==> config.mk <==
export PLATFORM = sky130hd
export DESIGN_NAME = adcdpc_top
export DESIGN_NICKNAME = d
export VERILOG_FILES = /design/src/logic/adcdpc_pkg.sv /design/src/logic/adcdpc_sync.sv /design/src/logic/adcdpc_shifter.sv /design/src/logic/adcdpc_top.sv
export SDC_FILE = /design/constraint.sdc
export NUM_CORES = 1
export LEC_CHECK = 0
export BUFFER_PORTS_ARGS = -buffer_cell sky130_fd_sc_hd__buf_4
export CAP_MARGIN = 5
export CORE_MARGIN = 1
export CORE_UTILIZATION = 57
export DETAILED_ROUTE_END_ITERATION = 10
export PLACE_DENSITY = 0.87
export SETUP_SLACK_MARGIN = 0.05
export SYNTH_ARGS = -nofsm -noshare
export SYNTH_HDL_FRONTEND = slang
export SYNTH_HIERARCHICAL = 1
export SYNTH_SLANG_ARGS = --single-unit
==> constraint.sdc <==
create_clock -name pclk -period 4.7 [get_ports pclk]
set_input_delay 1.41 -clock pclk [delete_from_list [all_inputs] [get_ports pclk]]
set_output_delay 1.41 -clock pclk [all_outputs]
set_load 0.1 [all_outputs]
==> src/logic/adcdpc_pkg.sv <==
package adcdpc_pkg;
    // ----------------------------------------------------------------
    // Register indices and byte addresses
    // ----------------------------------------------------------------
    localparam logic [7:0] IDX_DEV_CTRL = 8'h25;
    localparam logic [7:0] IDX_PKT_FMT = 8'h26;
    localparam logic [7:0] IDX_FLAGS = 8'h30;
    localparam logic [7:0] IDX_MASK = 8'h31;
    localparam logic [7:0] IDX_PATTERN = 8'h32;
    localparam logic [7:0] IDX_STATUS = 8'h33;
    localparam int ADDR_W = 10;
    localparam logic [ADDR_W-1:0] A_DEV_CTRL = {IDX_DEV_CTRL, 2'b00};
    localparam logic [ADDR_W-1:0] A_PKT_FMT = {IDX_PKT_FMT, 2'b00};
    localparam logic [ADDR_W-1:0] A_FLAGS = {IDX_FLAGS, 2'b00};
    localparam logic [ADDR_W-1:0] A_MASK = {IDX_MASK, 2'b00};
    localparam logic [ADDR_W-1:0] A_PATTERN = {IDX_PATTERN, 2'b00};
    localparam logic [ADDR_W-1:0] A_STATUS = {IDX_STATUS, 2'b00};
    // ----------------------------------------------------------------
    // Fields and reset values
    // ----------------------------------------------------------------
    localparam int DC_INJECT = 7;
    localparam int DC_TERM = 4;
    localparam int DC_HALF_BIAS = 3;
    localparam int DC_BUF_PD = 2;
    localparam int DC_REF_SEL = 1;
    localparam int DC_ECHO = 0;
    localparam logic [7:0] DC_WMASK = 8'h9F;
    localparam logic [7:0] DC_RESET = 8'h11;
    localparam int PF_PATTERN = 2;
    localparam logic [7:0] PF_WMASK = 8'h07;
    localparam logic [7:0] PF_RESET = 8'h01;
    localparam logic [1:0] SIZE_16 = 2'h0;
    localparam logic [1:0] SIZE_24 = 2'h1;
    localparam logic [4:0] LEN_16 = 5'h10;
    localparam logic [4:0] LEN_24 = 5'h18;
    // Flag bits
    localparam int FL_FUSE = 0;
    localparam int FL_CFG = 1;
    localparam int FL_PKT = 2;
    localparam int FLAG_W = 3;
    localparam int PKT_MAX = 24;
endpackage

==> src/logic/adcdpc_sync.sv <==
`timescale 1ns/10ps
module adcdpc_sync (
    input wire logic pclk,
    input wire logic presetn,
    input wire logic d,
    output logic q
);
    logic meta_q;

    always_ff @(posedge pclk or negedge presetn) begin
        if (!presetn) begin
            meta_q <= 1'b0;
            q <= 1'b0;
        end else begin
            meta_q <= d;
            q <= meta_q;
        end
    end
endmodule

==> src/logic/adcdpc_shifter.sv <==
`timescale 1ns/10ps
// Shifts one packet out MSB first on falling link clock edges
module adcdpc_shifter #(
    parameter int PKT_MAX = 24
) (
    input wire logic pclk,
    input wire logic presetn,
    input wire logic load,
    input wire logic [PKT_MAX-1:0] word,
    input wire logic [4:0] nbits,
    input wire logic shift,
    output logic dout,
    output logic busy
);
    logic [PKT_MAX-1:0] sr_q;
    logic [4:0] cnt_q;

    // Five-bit count and the 24-bit word bound the range
    if (PKT_MAX < 24 || PKT_MAX > 31) begin : g_bad_pkt_max
        $error("PKT_MAX out of range");
    end

    assign busy = (cnt_q != 5'h00);

    always_ff @(posedge pclk or negedge presetn) begin
        if (!presetn) begin
            sr_q <= '0;
            cnt_q <= 5'h00;
            dout <= 1'b0;
        end else if (load) begin
            sr_q <= word;
            cnt_q <= nbits;
        end else if (shift && busy) begin
            dout <= sr_q[PKT_MAX-1];
            sr_q <= {sr_q[PKT_MAX-2:0], 1'b0};
            cnt_q <= cnt_q - 5'h01;
        end
    end
endmodule

==> src/logic/adcdpc_top.sv <==
`timescale 1ns/10ps
module adcdpc_top (
    input wire logic pclk,
    input wire logic presetn,
    input wire logic psel,
    input wire logic penable,
    input wire logic pwrite,
    input wire logic [9:0] paddr,
    input wire logic [31:0] pwdata,
    output logic [31:0] prdata,
    output logic pready,
    output logic pslverr,
    input wire logic serial_clock_in,
    input wire logic convert_start,
    input wire logic oversample_active,
    input wire logic [23:0] conv_data,
    input wire logic fuse_crc_error,
    input wire logic config_crc_error,
    output logic echoed_clock_out,
    output logic data_out,
    output logic lvds_term_enable,
    output logic lvds_half_bias,
    output logic ref_buffer_powerdown,
    output logic internal_ref_powerdown,
    output logic crc_selftest_inject,
    output logic irq
);
    // ----------------------------------------------------------------
    // Registers
    // ----------------------------------------------------------------
    logic [7:0] dev_ctrl_q;
    logic [7:0] pkt_fmt_q;
    logic [15:0] channel_pattern_value_q;
    logic [2:0] flags_q;
    logic [2:0] flags_d;
    logic [2:0] mask_q;
    logic [31:0] rdata_d;
    logic echo_q;
    logic sck_prev_q;
    logic sck_s;
    logic conv_s;
    logic conv_prev_q;
    logic running_q;
    logic [23:0] word_d;
    logic [4:0] nbits_d;
    logic load;
    logic busy;
    logic fuse_err_s;
    logic cfg_err_s;

    // ----------------------------------------------------------------
    // Helpers
    // ----------------------------------------------------------------
    // Packet length in bits for a stored size code
    function automatic logic [4:0] pkt_len(input logic [1:0] code);
        if (code == adcdpc_pkg::SIZE_24) begin
            return adcdpc_pkg::LEN_24;
        end
        return adcdpc_pkg::LEN_16;
    endfunction

    // Only the two defined size codes may be stored
    function automatic logic size_legal(input logic [1:0] code);
        return (code == adcdpc_pkg::SIZE_16) || (code == adcdpc_pkg::SIZE_24);
    endfunction

    // ----------------------------------------------------------------
    // Synchronisers
    // ----------------------------------------------------------------
    adcdpc_sync u_sync_sck (
        .pclk(pclk),
        .presetn(presetn),
        .d(serial_clock_in),
        .q(sck_s)
    );
    adcdpc_sync u_sync_cnv (
        .pclk(pclk),
        .presetn(presetn),
        .d(convert_start),
        .q(conv_s)
    );
    adcdpc_sync u_sync_fuse (
        .pclk(pclk),
        .presetn(presetn),
        .d(fuse_crc_error),
        .q(fuse_err_s)
    );
    adcdpc_sync u_sync_cfg (
        .pclk(pclk),
        .presetn(presetn),
        .d(config_crc_error),
        .q(cfg_err_s)
    );

    // ----------------------------------------------------------------
    // APB decode, zero wait states
    // ----------------------------------------------------------------
    wire wr_en = psel && penable && pwrite;
    wire hit_dc = (paddr == adcdpc_pkg::A_DEV_CTRL);
    wire hit_pf = (paddr == adcdpc_pkg::A_PKT_FMT);
    wire hit_fl = (paddr == adcdpc_pkg::A_FLAGS);
    wire hit_mk = (paddr == adcdpc_pkg::A_MASK);
    wire hit_pt = (paddr == adcdpc_pkg::A_PATTERN);
    wire hit_st = (paddr == adcdpc_pkg::A_STATUS);
    wire hit_any = hit_dc | hit_pf | hit_fl | hit_mk | hit_pt | hit_st;
    wire [1:0] size_wr = pwdata[1:0];
    wire size_ok = size_legal(size_wr);

    assign pready = 1'b1;
    assign pslverr = psel && penable && (!hit_any || (pwrite && hit_pf && !size_ok));

    always_comb begin
        rdata_d = 32'h0000_0000;
        if (hit_dc) begin
            rdata_d[7:0] = dev_ctrl_q;
        end
        if (hit_pf) begin
            rdata_d[7:0] = pkt_fmt_q;
        end
        if (hit_fl) begin
            rdata_d[2:0] = flags_q;
        end
        if (hit_mk) begin
            rdata_d[2:0] = mask_q;
        end
        if (hit_pt) begin
            rdata_d[15:0] = channel_pattern_value_q;
        end
        if (hit_st) begin
            rdata_d[1:0] = {running_q, busy};
        end
    end

    always_ff @(posedge pclk or negedge presetn) begin
        if (!presetn) begin
            prdata <= 32'h0000_0000;
        end else if (psel && !penable && !pwrite) begin
            prdata <= rdata_d;
        end
    end

    always_ff @(posedge pclk or negedge presetn) begin
        if (!presetn) begin
            dev_ctrl_q <= adcdpc_pkg::DC_RESET;
            pkt_fmt_q <= adcdpc_pkg::PF_RESET;
            mask_q <= 3'h0;
            channel_pattern_value_q <= 16'h0000;
        end else if (wr_en) begin
            if (hit_dc) begin
                dev_ctrl_q <= pwdata[7:0] & adcdpc_pkg::DC_WMASK;
            end
            if (hit_pf && size_ok) begin
                pkt_fmt_q <= pwdata[7:0] & adcdpc_pkg::PF_WMASK;
            end
            if (hit_mk) begin
                mask_q <= pwdata[2:0];
            end
            if (hit_pt) begin
                channel_pattern_value_q <= pwdata[15:0];
            end
        end
    end

    // ----------------------------------------------------------------
    // Control outputs
    // ----------------------------------------------------------------
    assign lvds_term_enable = dev_ctrl_q[adcdpc_pkg::DC_TERM];
    assign lvds_half_bias = dev_ctrl_q[adcdpc_pkg::DC_HALF_BIAS];
    assign ref_buffer_powerdown = dev_ctrl_q[adcdpc_pkg::DC_BUF_PD];
    assign internal_ref_powerdown = dev_ctrl_q[adcdpc_pkg::DC_REF_SEL];
    wire inject = dev_ctrl_q[adcdpc_pkg::DC_INJECT] && running_q;
    assign crc_selftest_inject = inject;

    // Clock echo follows the sampled link clock
    always_ff @(posedge pclk or negedge presetn) begin
        if (!presetn) begin
            echo_q <= 1'b0;
        end else begin
            echo_q <= sck_s && dev_ctrl_q[adcdpc_pkg::DC_ECHO];
        end
    end
    assign echoed_clock_out = echo_q;

    // ----------------------------------------------------------------
    // Conversion framing and flags
    // ----------------------------------------------------------------
    wire sck_fall = sck_prev_q && !sck_s;
    wire conv_rise = conv_s && !conv_prev_q;
    assign load = conv_rise && !busy;

    always_ff @(posedge pclk or negedge presetn) begin
        if (!presetn) begin
            sck_prev_q <= 1'b0;
            conv_prev_q <= 1'b0;
            running_q <= 1'b0;
        end else begin
            sck_prev_q <= sck_s;
            conv_prev_q <= conv_s;
            running_q <= conv_s;
        end
    end

    wire [2:0] flag_set = {conv_rise && busy,
                           cfg_err_s || inject,
                           fuse_err_s || inject};
    wire [2:0] flag_clr = (wr_en && hit_fl) ? pwdata[2:0] : 3'h0;
    assign flags_d = (flags_q & ~flag_clr) | flag_set;
    always_ff @(posedge pclk or negedge presetn) begin
        if (!presetn) begin
            flags_q <= 3'h0;
        end else begin
            flags_q <= flags_d;
        end
    end
    assign irq = |(flags_q & mask_q);

    // ----------------------------------------------------------------
    // Packet formatting
    // ----------------------------------------------------------------
    wire pattern_on = pkt_fmt_q[adcdpc_pkg::PF_PATTERN];
    always_comb begin
        word_d = 24'h00_0000;
        if (pattern_on) begin
            word_d = {channel_pattern_value_q, 8'h00};
        end else if (oversample_active) begin
            word_d = conv_data;
        end else begin
            word_d = {conv_data[23:8], 8'h00};
        end
        nbits_d = pkt_len(pkt_fmt_q[1:0]);
    end

    adcdpc_shifter #(
        .PKT_MAX(adcdpc_pkg::PKT_MAX)
    ) u_shift (
        .pclk(pclk),
        .presetn(presetn),
        .load(load),
        .word(word_d),
        .nbits(nbits_d),
        .shift(sck_fall),
        .dout(data_out),
        .busy(busy)
    );

    // ----------------------------------------------------------------
    // Checks
    // ----------------------------------------------------------------
    AST_INJECT_FLAGS: assert property (@(posedge pclk) disable iff (!presetn)
        inject |=> flags_q[adcdpc_pkg::FL_FUSE] && flags_q[adcdpc_pkg::FL_CFG])
        else $error("inject did not set flags");

    AST_INJECT_RUN: assert property (@(posedge pclk) disable iff (!presetn)
        dev_ctrl_q[adcdpc_pkg::DC_INJECT] && conv_s && !(wr_en && hit_dc) |=> crc_selftest_inject)
        else $error("inject missing while running");

    AST_CFG_SET: assert property (@(posedge pclk) disable iff (!presetn)
        cfg_err_s |=> flags_q[adcdpc_pkg::FL_CFG])
        else $error("config flag not set");

    AST_TERM: assert property (@(posedge pclk) disable iff (!presetn)
        wr_en && hit_dc |=> lvds_term_enable == $past(pwdata[adcdpc_pkg::DC_TERM]))
        else $error("term mismatch");

    AST_HALF_BIAS: assert property (@(posedge pclk) disable iff (!presetn)
        wr_en && hit_dc |=> lvds_half_bias == $past(pwdata[adcdpc_pkg::DC_HALF_BIAS]))
        else $error("half bias mismatch");

    AST_BUF_PD: assert property (@(posedge pclk) disable iff (!presetn)
        wr_en && hit_dc |=> ref_buffer_powerdown == $past(pwdata[adcdpc_pkg::DC_BUF_PD]))
        else $error("buffer power down mismatch");

    AST_REF_SEL: assert property (@(posedge pclk) disable iff (!presetn)
        wr_en && hit_dc |=> internal_ref_powerdown == $past(pwdata[adcdpc_pkg::DC_REF_SEL]))
        else $error("reference select mismatch");

    AST_ECHO_OFF: assert property (@(posedge pclk) disable iff (!presetn)
        !dev_ctrl_q[adcdpc_pkg::DC_ECHO] |=> !echoed_clock_out)
        else $error("echo while off");

    AST_ECHO_ON: assert property (@(posedge pclk) disable iff (!presetn)
        dev_ctrl_q[adcdpc_pkg::DC_ECHO] && sck_s |=> echoed_clock_out)
        else $error("echo missing");

    AST_PATTERN: assert property (@(posedge pclk) disable iff (!presetn)
        load && pattern_on |-> word_d[23:8] == channel_pattern_value_q)
        else $error("pattern");

    AST_LEN: assert property (@(posedge pclk) disable iff (!presetn)
        load |=> busy && u_shift.cnt_q == pkt_len($past(pkt_fmt_q[1:0])))
        else $error("length");

    AST_OVERRUN: assert property (@(posedge pclk) disable iff (!presetn)
        conv_rise && busy |=> flags_q[adcdpc_pkg::FL_PKT])
        else $error("overrun not flagged");

    AST_SIZE_LEGAL: assert property (@(posedge pclk) disable iff (!presetn)
        size_legal(pkt_fmt_q[1:0]))
        else $error("reserved size stored");

    AST_PF_REFUSE: assert property (@(posedge pclk) disable iff (!presetn)
        wr_en && hit_pf && !size_legal(pwdata[1:0]) |=> $stable(pkt_fmt_q))
        else $error("reserved size write took effect");

    AST_OVS_WORD: assert property (@(posedge pclk) disable iff (!presetn)
        load && !pattern_on && oversample_active |-> word_d == conv_data)
        else $error("oversampled word");

    AST_SHIFT_MSB: assert property (@(posedge pclk) disable iff (!presetn)
        sck_fall && busy |=> data_out == $past(u_shift.sr_q[adcdpc_pkg::PKT_MAX-1]))
        else $error("bit order");

    AST_FLAG_STICKY: assert property (@(posedge pclk) disable iff (!presetn)
        flags_q[adcdpc_pkg::FL_FUSE] && !(wr_en && hit_fl && pwdata[adcdpc_pkg::FL_FUSE])
        |=> flags_q[adcdpc_pkg::FL_FUSE]) else $error("flag lost");

    AST_FUSE_SET: assert property (@(posedge pclk) disable iff (!presetn)
        fuse_err_s |=> flags_q[adcdpc_pkg::FL_FUSE])
        else $error("fuse flag not set");

    AST_FLAG_CLEAR: assert property (@(posedge pclk) disable iff (!presetn)
        wr_en && hit_fl && pwdata[adcdpc_pkg::FL_FUSE] && !fuse_err_s && !inject |=> !flags_q[adcdpc_pkg::FL_FUSE])
        else $error("fuse flag not cleared");

    AST_RSVD_DC: assert property (@(posedge pclk) disable iff (!presetn)
        dev_ctrl_q[6:5] == 2'b00 && pkt_fmt_q[7:3] == 5'h00)
        else $error("reserved bits set");

    AST_RD_RSVD: assert property (@(posedge pclk) disable iff (!presetn)
        psel && penable && !pwrite && (hit_dc || hit_pf) |-> prdata[31:8] == 24'h00_0000)
        else $error("reserved read bits set");
endmodule

Yosys cells after proc, flatten, opt, wreduce, memory -nomap -nowiden
Cells that the tools add are included.
Word-level totals
  register bits after elaboration: 88
Cells by class
  add/subtract/negate cells: 1
  equal/unequal tests: 8
  mux-type cells: 16
  bitwise logic cells: 10
  reductions and logical operators: 36
Operator list (count)
  24-bit 2-to-1 mux: 3
  10-bit by 8-bit equality test with 1-bit output, second input constant: 6
  8-bit 2-to-1 mux: 3
  5-bit 2-to-1 mux: 4
  1-bit logical AND: 16
  16-bit 2-to-1 mux: 1
  2-bit AND reduction: 5
  3-bit 2-to-1 mux: 3
  1-bit zero test: 7
  3-bit AND: 2
  1-bit bitwise OR: 5
  5-bit nonzero test: 1
  5-bit by 1-bit subtractor with 5-bit output, second input constant: 1
  2-bit by 1-bit equality test with 1-bit output, second input constant: 2
  1-bit logical OR: 4
  3-bit NOT: 1
  3-bit bitwise OR: 1
  3-bit OR reduction: 1
  2-bit zero test: 1
  2-bit 2-to-1 mux: 1
  2-bit nonzero test: 1
  1-bit 2-to-1 mux: 1
  1-bit NOT: 1

Longest topological paths before layout
Gate-level depths: netlist (run 1).
  depth after elaboration: 9
  gate-level depth with buffers: 11
  depth with buffers taken out: 8

By module
Netlist (run 1), hierarchy kept.
By module, submodules not included
  adcdpc_top: times used 1, cells each 234, area an instance 2650.0 um2, seq. area each 1255.0 um2
  adcdpc_shifter: times used 1, cells each 170, area an instance 1539.0 um2, seq. area each 750.7 um2
  adcdpc_sync: times used 4, cells each 2, area an instance 50.0 um2, seq. area each 50.0 um2

Worst setup path after synthesis (run 1)
OpenSTA, ideal clock, no wires.
  path type: input to output
  start: input port paddr[5]
  end: output port pslverr
  arrival: 3.888 ns
  required time: 3.290 ns
  setup slack: -0.598 ns
  stages: 5
  path buffers: 1
  path through: or4b_1 buf_2 nor3_1 o21bai_1 a31oi_1
Between the ends
  longest elaborated chain between the ends: 9
  elaborated cells between the ends (all ways): 16
Ends and longest elaborated chain
  from (decl): RTL line adcdpc_top.sv:8  | input wire logic [9:0] paddr,
  10-bit by 8-bit equality test with 1-bit output (on tied branches): RTL line adcdpc_top.sv:99, adcdpc_top.sv:100
  1-bit bitwise OR (5 in series): RTL line adcdpc_top.sv:105  | wire hit_any = hit_dc | hit_pf | hit_fl | hit_mk | hit_pt | hit_st;
  1-bit zero test: RTL line adcdpc_top.sv:110  | assign pslverr = psel && penable && (!hit_any || (pwrite && hit_pf && !size_ok));
  1-bit logical OR (*): RTL line adcdpc_top.sv:110
  1-bit logical AND (*): RTL line adcdpc_top.sv:110
  to (decl): RTL line adcdpc_top.sv:12  | output logic pslverr,
Mark *: on every way between the ends. The rest lies on a longest branch, timed or not.

Worst setup path after layout (run 1)
Same ends and word-level chain as after synthesis.

==> summary.md, run 1 <==
| Metric | Value |
|---|---|
| CP peak stage delay | 0.55 ns |
| Site Rows | 31 |
| Area contributors post-synth | dfrtp_1 (48%), mux2_2 (11%), nor2b_1 (4.3%), a31oi_1 (3.6%), a21oi_1 (3.5%) |
| Multi-input logic area | 0.00201 mm² |
| Data required, critical path | 3.29 ns |
| Placed cell areas | 0.00505 mm² |
| Reg2Reg Setup Slack | 1.87 ns |
| Static Leakage | 2.45 nW |
| First-pass GRT wire length | 16600 µm |
| Mapped Cells | 412 |
| Fmax | 232 MHz |
| Crit-path cells | buf_4 -> or4b_1 -> nor3_1 -> o21bai_1 -> a31oi_4 -> buf_4 |
| Crit. End Element | output pin |
| Final net count | 567 |
| Initial core utilization | 59.9% |
| DP HPWL | 6940 µm |
| Longest Clk Path Bufs | 2 |
| Sw Pwr | 0.000675 W |
| Global route total overflow | 0 |
| Setup crit end | pslverr |
| CTS Hold Bufs | 0 |
| Synth Area per Inst | 10.7 µm² |
| Clock skew | 0.0123 ns |
| Clock Power Share | 26.1% |
| Largest net degree at the start of global routing | 89 |
| Num CTS Buffers | 9 |
| DRT Wirelength | 10000 µm |
| Worst skew pair latency | 0.36 ns |
| Mux contribution to synthesized area | 11.3% |
| Top FF cell, synth | dfrtp_1 |
| Critical path type | in -> out |
| Die Ht | 89.8 µm |
| Final Hold Fails | 0 |
| Post-synthesis sequential area ratio | 50.3% |
| GRT Total Usage | 25.8% |
| Top delay family on crit path | simple AND/OR/NAND/NOR gates |
| CTS Root Cell | clkbuf_8 |
| Full die area | 0.00806 mm² |
| Worst Path Buf+Inv | 2 |
| Syn Std Cell Area | 0.00439 mm² |
| Max stage delay cell, worst path | or4b_1 |
| Stages on the worst setup path | 6 |
| Clock Pin Slew Worst Setup and Hold Paths | 0.09 ns |
| Status | finished clean |
| Final setup violation count | 0 |
| Critical Path Start | paddr[5] |
| Slew Limit Fails | 0 |
| CP max FO | 2 |
| Via Count | 3465 |
| Detailed-router iteration count before antenna repair | 6 |
| Final cycle utilization of the critical path | 91.8% |
| Power Dens Cells | 366 mW/mm² |
| Commonest cells in the netlist | dfrtp_1 (85), mux2_2 (43), a21oi_1 (31) |
| Crit path DAT | 2.91 ns |
| Hold Path Depth | 0 |
| Power Internal | 0.00124 W |
| # DRC | 0 |
| Most numerous cell in the Yosys netlist | dfrtp_1 |
| R2R Path End | u_shift/sr_q[12] |
| TritonCTS clock tree | done |
| Ys Warns | 6 |
| Share of Yosys cell area claimed by the top area cell type | 48.5% |
| Htree depth | 3 |
| Wire per inst | 16.9 µm |
| Comb power frac | 24.8% |
| Layout area overhead | 19.3% |
| Cell variety after synth | 51 |
| Initial antenna violation count | 0 |
| RSZ-0062 raised after global routing | no |
| Xor/xnor share of the synthesized area | 0% |
| Peak VDD IR | 0.224 mV |
| Setup_tns | 0 ns |
| Total clock sinks | 88 |
| N_diodes | 0 |
| Crit path time final | 4.32 ns |
| Via density | 5.83 |
| Seq cells post-synth | 88 |
| Number of synthesized flops with an enable pin | 0 |
| Combinational family with the most area after synthesis | compound AO/OA/AOI/OAI gates |
| Worst reg2reg startpoint | u_shift/cnt_q[0] |
| Antenna-violating nets left | 0 |
| Number of global-route vias before repair | 3338 |
| Critical Path Source Type | input pin |
| Storage cell area | 0.00221 mm² |
| Compound-Gate Fraction of Synth Area | 17.0% |
| PostCTS Resize Cnt | 0 |
| Worst R2R Path Depth | 10 |
| IO buf count | 84 |
| Hold/Removal Path Class | reg -> reg |
| Rel. slew slack | 28.2% |
| Core ar. | 0.00733 mm² |
| Top cell by count, worst path | buf_4 |
| Post-route cell area | 0.00524 mm² |
| Num ports | 118 |
| Initial DRC Count | 287 |
| Gp weighted congestion | 0.892 |
| Simple-gate portion of the synthesized area | 14.7% |
| Sw frac | 35.2% |
| Post-CTS Setup Bufs | 0 |
| Ys async rst share | 100% |
| Layout cells sized above 1 | 33.3% |
| Filler cells | 515 |
| Worst slew pin tran | 1.08 ns |
| Reg power frac | 49.0% |
| Fin util | 71.4% |
| Adder and majority gate portion of the synthesized area | 0.285% |
| Max-Cap Viols | 0 |
| Yosys top cell by area | dfrtp_1 |
| Die width | 89.8 µm |
layout make-up:
class	count	area share (%)
well taps	99	2.37
multi-input cells	292	38.3
clock buffers	10	2.63
inverters	8	0.573
repair buffers	91	13.0
clock inverters	6	0.932
flip-flops and latches	88	42.1
flip-flops by register name, indices dropped and copies added (netlist names):
register / count
u_sync_fuse/meta_q: 1
u_sync_cfg/q: 1
u_shift/sr_q: 24
u_sync_cnv/q: 1
u_shift/cnt_q: 5
mask_q: 3
dev_ctrl_q: 6
u_sync_sck/q: 1
u_shift/dout: 1
sck_prev_q: 1
u_sync_fuse/q: 1
u_sync_cfg/meta_q: 1
pkt_fmt_q: 3
running_q: 1
u_sync_cnv/meta_q: 1
echoed_clock_out: 1
flags_q: 3
channel_pattern_value_q: 16
u_sync_sck/meta_q: 1
prdata: 16
worst min path at each step:
stage	from	endpoint	slack [ns]
2_1_floorplan	u_sync_cfg/meta_q	u_sync_cfg/q	0.33
5_1_grt	u_sync_fuse/meta_q	u_sync_fuse/q	0.37
4_1_cts	u_sync_cnv/meta_q	u_sync_cnv/q	0.36
3_3_place_gp	u_sync_cfg/meta_q	u_sync_cfg/q	0.33
6_report	u_sync_cfg/meta_q	u_sync_cfg/q	0.36
3_5_place_dp	u_sync_cnv/meta_q	u_sync_cnv/q	0.34
worst register-to-register path, cell delays in order (launching register included):
cell and delay, ns:
dfrtp_1 0.40, inv_1 0.09, ha_1 0.19, nor4b_4 0.19, buf_4 0.34, inv_2 0.29, inv_1 0.17, and3_1 0.41
buf_4 0.36, nor2b_1 0.21, a21oi_1 0.06
power groups by stage:
stage / logic, W / clock network [W] / registers [W]
after global placement: 0.000457 / 0 / 0.000947
after CTS: 0.000476 / 0.000510 / 0.000940
final: 0.000477 / 0.000502 / 0.000941
after detailed placement: 0.000474 / 0 / 0.000954
after global routing: 0.000513 / 0.000542 / 0.000955
after floorplan: 0.000289 / 0 / 0.00100
cells in the final DEF (no fill, tap or decap), drive strengths merged, types with 2 or more instances in the layout:
master,instances
nand2,13
a31o,3
or3,3
o211ai,2
a22o,10
nor2,13
clkinv,3
a31oi,25
dfrtp,85
a32o,2
a32oi,3
a21oi,31
buf,91
a211o,2
and2,12
or4b,3
nand3,6
nor4b,2
inv,11
o31ai,2
and3,4
nor3b,2
nor4,2
nand2b,5
conb,21
dfstp,3
o21ai,33
nor3,6
nor2b,30
a221oi,3
clkbuf,10
mux2,44
routing by layer:
layer / routed length, µm / vias to the layer above / GRT usage [%]
li1: - / 1617 / -
met1: 4440 / 1707 / 36.2
met2: 4890 / 135 / 40.8
met3: 666 / 6 / 6.85
met4: 54 / 0 / 4.78
met5: 0 / - / 0
logic make-up after synthesis:
kind of cell	after synthesis
AND/OR/NAND/NOR	106
flip-flops	88
adder cells (fa/ha/maj)	1
other	2
AO/OA/AOI/OAI	120
buffers and inverters	51
multiplexers	44
metrics by stage:
step / setup WS [ns] / total power, W / cells / hold slack, ns
CTS: 0.386 / 0.00193 / 594 / 0.360
global route: 0.298 / 0.00201 / 594 / 0.374
global placement: 0.417 / 0.00140 / 578 / 0.333
detailed placement: 0.403 / 0.00143 / 578 / 0.338
floorplan: 0.283 / 0.00129 / 431 / 0.331
finish: 0.384 / 0.00192 / 594 / 0.357
No activity file was read; power rests on OpenSTA's default activity.
==> run 2: changes to the inputs <==
--- a/config.mk
+++ b/config.mk
@@ -7,6 +7,7 @@
 export LEC_CHECK = 0
 export BUFFER_PORTS_ARGS = -buffer_cell sky130_fd_sc_hd__buf_4
 export CAP_MARGIN = 5
+export CORE_ASPECT_RATIO = 1.25
 export CORE_MARGIN = 1
 export CORE_UTILIZATION = 57
 export DETAILED_ROUTE_END_ITERATION = 10
==> summary.md, run 2 (synthesis gave the netlist of run 1 again) <==
| Metric | Value |
|---|---|
| Fin util | 71.3% |
| Wire length on met3 | 478 µm |
| Placed cell count | 570 |
| CTS Hold Bufs | 0 |
| Core ar. | 0.00740 mm² |
| Crit path time final | 4.30 ns |
| Clock Power Share | 31.1% |
| Max-Cap Viols | 0 |
| Gp weighted congestion | 0.872 |
| Antenna-violating nets left | 0 |
| Htree depth | 3 |
| Sw Pwr | 0.000671 W |
| Final cycle utilization of the critical path | 91.5% |
| Largest net degree at the start of global routing | 89 |
| Max stage delay cell, worst path | or4b_1 |
| Power Dens Cells | 390 mW/mm² |
| DP HPWL | 7060 µm |
| First-pass GRT wire length | 16400 µm |
| Met2 WL | 5460 µm |
| Hold WS | 0.354 ns |
| PostCTS Resize Cnt | 0 |
| Clock skew | 0.00814 ns |
| Power Internal | 0.00139 W |
| Rel. slew slack | 28.3% |
| Critical path type | in -> out |
| Fin cells | 586 |
| TritonCTS clock tree | done |
| Global route total overflow | 0 |
| Slew Limit Fails | 0 |
| Critical Path Source Type | input pin |
| Data required, critical path | 3.29 ns |
| # DRC | 0 |
| Die Ht | 100 µm |
| Die width | 80.5 µm |
| Reg power frac | 45.9% |
| Filler cells | 544 |
| Layout area overhead | 20.3% |
| Num CTS Buffers | 9 |
| Final net count | 566 |
| CTS Root Cell | clkbuf_8 |
| Initial core utilization | 59.3% |
| Clock Pin Slew Worst Setup and Hold Paths | 0.09 ns |
| Longest Clk Path Bufs | 2 |
| Post-CTS Setup Bufs | 0 |
| Final Hold Fails | 0 |
| Crit path DAT | 2.89 ns |
| Biggest register | u_shift/sr_q |
| Uppermost layer routed | met4 |
| CP max FO | 2 |
| Via Count | 3473 |
| Most frequent cells in the layout | buf_4 (90), dfrtp_1 (85), mux2_2 (43), a21oi_1 (31), nor2b_1 (29) |
| Worst slew pin tran | 1.08 ns |
| Most common cell after layout, fill and taps aside | buf_4 |
| Comb power frac | 23.1% |
| Fmax | 233 MHz |
| Status | finished clean |
| Wire per inst | 17.5 µm |
| Largest regs | u_shift/sr_q: 24 flops, channel_pattern_value_q: 16 flops, prdata: 16 flops |
| Total clock sinks | 88 |
| IO buf count | 84 |
| Number of global-route vias before repair | 3384 |
| Initial antenna violation count | 0 |
| Worst Path Buf+Inv | 2 |
| Worst skew pair latency | 0.37 ns |
| Initial DRC Count | 227 |
| Full die area | 0.00806 mm² |
| Setup_tns | 0 ns |
| Detailed-router iteration count before antenna repair | 4 |
| N_diodes | 0 |
| Crit-path cells | buf_4 -> or4b_1 -> nor3_1 -> o21bai_1 -> a31oi_4 -> buf_4 |
| Top delay family on crit path | simple AND/OR/NAND/NOR gates |
| Length of routed wiring on met1 | 4090 µm |
| DRT Wirelength | 10200 µm |
| Site Rows | 35 |
| Hold/Removal Path Class | reg -> reg |
| RSZ-0062 raised after global routing | no |
| Sw frac | 32.6% |
| Layout cells sized above 1 | 33.0% |
| Final setup violation count | 0 |
| GRT Total Usage | 27.1% |
| Via density | 5.93 |
| Top cell by count, worst path | buf_4 |
| Crit. End Element | output pin |
| Static Leakage | 2.47 nW |
| Number of flip-flops in the largest register | 24 |
| Peak VDD IR | 0.284 mV |
| CP peak stage delay | 0.54 ns |
| Num ports | 118 |
-- run 2: cell count changes in the layout (fill, tap and decap cells not counted), sizes merged --
cell,before,now
buf,91,90
bufinv,0,3
clkinv,3,1
inv,11,10
-- run 2: path summary, 6_finish.rpt --
kind	start	to	slack, ns	cells past startpoint
worst min-delay path	u_sync_cfg/meta_q	u_sync_cfg/q	0.35	0
min in group asynchronous	presetn	prdata[10]	1.23	1
worst max-delay path	paddr[5]	pslverr	0.40	6
worst min register to register	u_sync_cfg/meta_q	u_sync_cfg/q	0.35	0
max in group asynchronous	presetn	u_shift/sr_q[22]	2.78	1
worst max register to register	u_shift/cnt_q[0]	u_shift/sr_q[9]	1.47	10
-- run 2: routing by layer --
metal	global-route usage [%]	vias to the layer above
li1	-	1607
met1	34.9	1732
met2	44.7	118
met3	4.09	16
met4	12.9	0
met5	0	-
-- run 2: area by class of cell --
| class | count | area (µm²) | share of cell area, % |
|---|---|---|---|
| clock buffers | 10 | 128 | 2.42 |
| clock inverters | 6 | 116 | 2.20 |
| inverters | 8 | 30.0 | 0.569 |
| multi-input cells | 292 | 2010 | 38.0 |
| flip-flops and latches | 88 | 2210 | 41.8 |
| well taps | 92 | 115 | 2.18 |
| repair buffers | 90 | 676 | 12.8 |
-- run 2: per-stage QoR --
| stage | total power (W) | worst slack [ns] | area [µm²] |
|---|---|---|---|
| after floorplan | 0.00129 | 0.283 | 4480 |
| after global placement | 0.00140 | 0.413 | 5030 |
| after detailed placement | 0.00143 | 0.404 | 5030 |
| after CTS | 0.00206 | 0.397 | 5280 |
| after global routing | 0.00214 | 0.321 | 5280 |
| final | 0.00206 | 0.401 | 5280 |
-- run 2: power groups by stage --
stage | Clock (W) | Sequential [W] | Combinational (W)
finish | 0.000640 | 0.000944 | 0.000475
global route | 0.000673 | 0.000955 | 0.000514
CTS | 0.000645 | 0.000942 | 0.000475
detailed placement | 0 | 0.000954 | 0.000472
global placement | 0 | 0.000947 | 0.000457
floorplan | 0 | 0.00100 | 0.000289
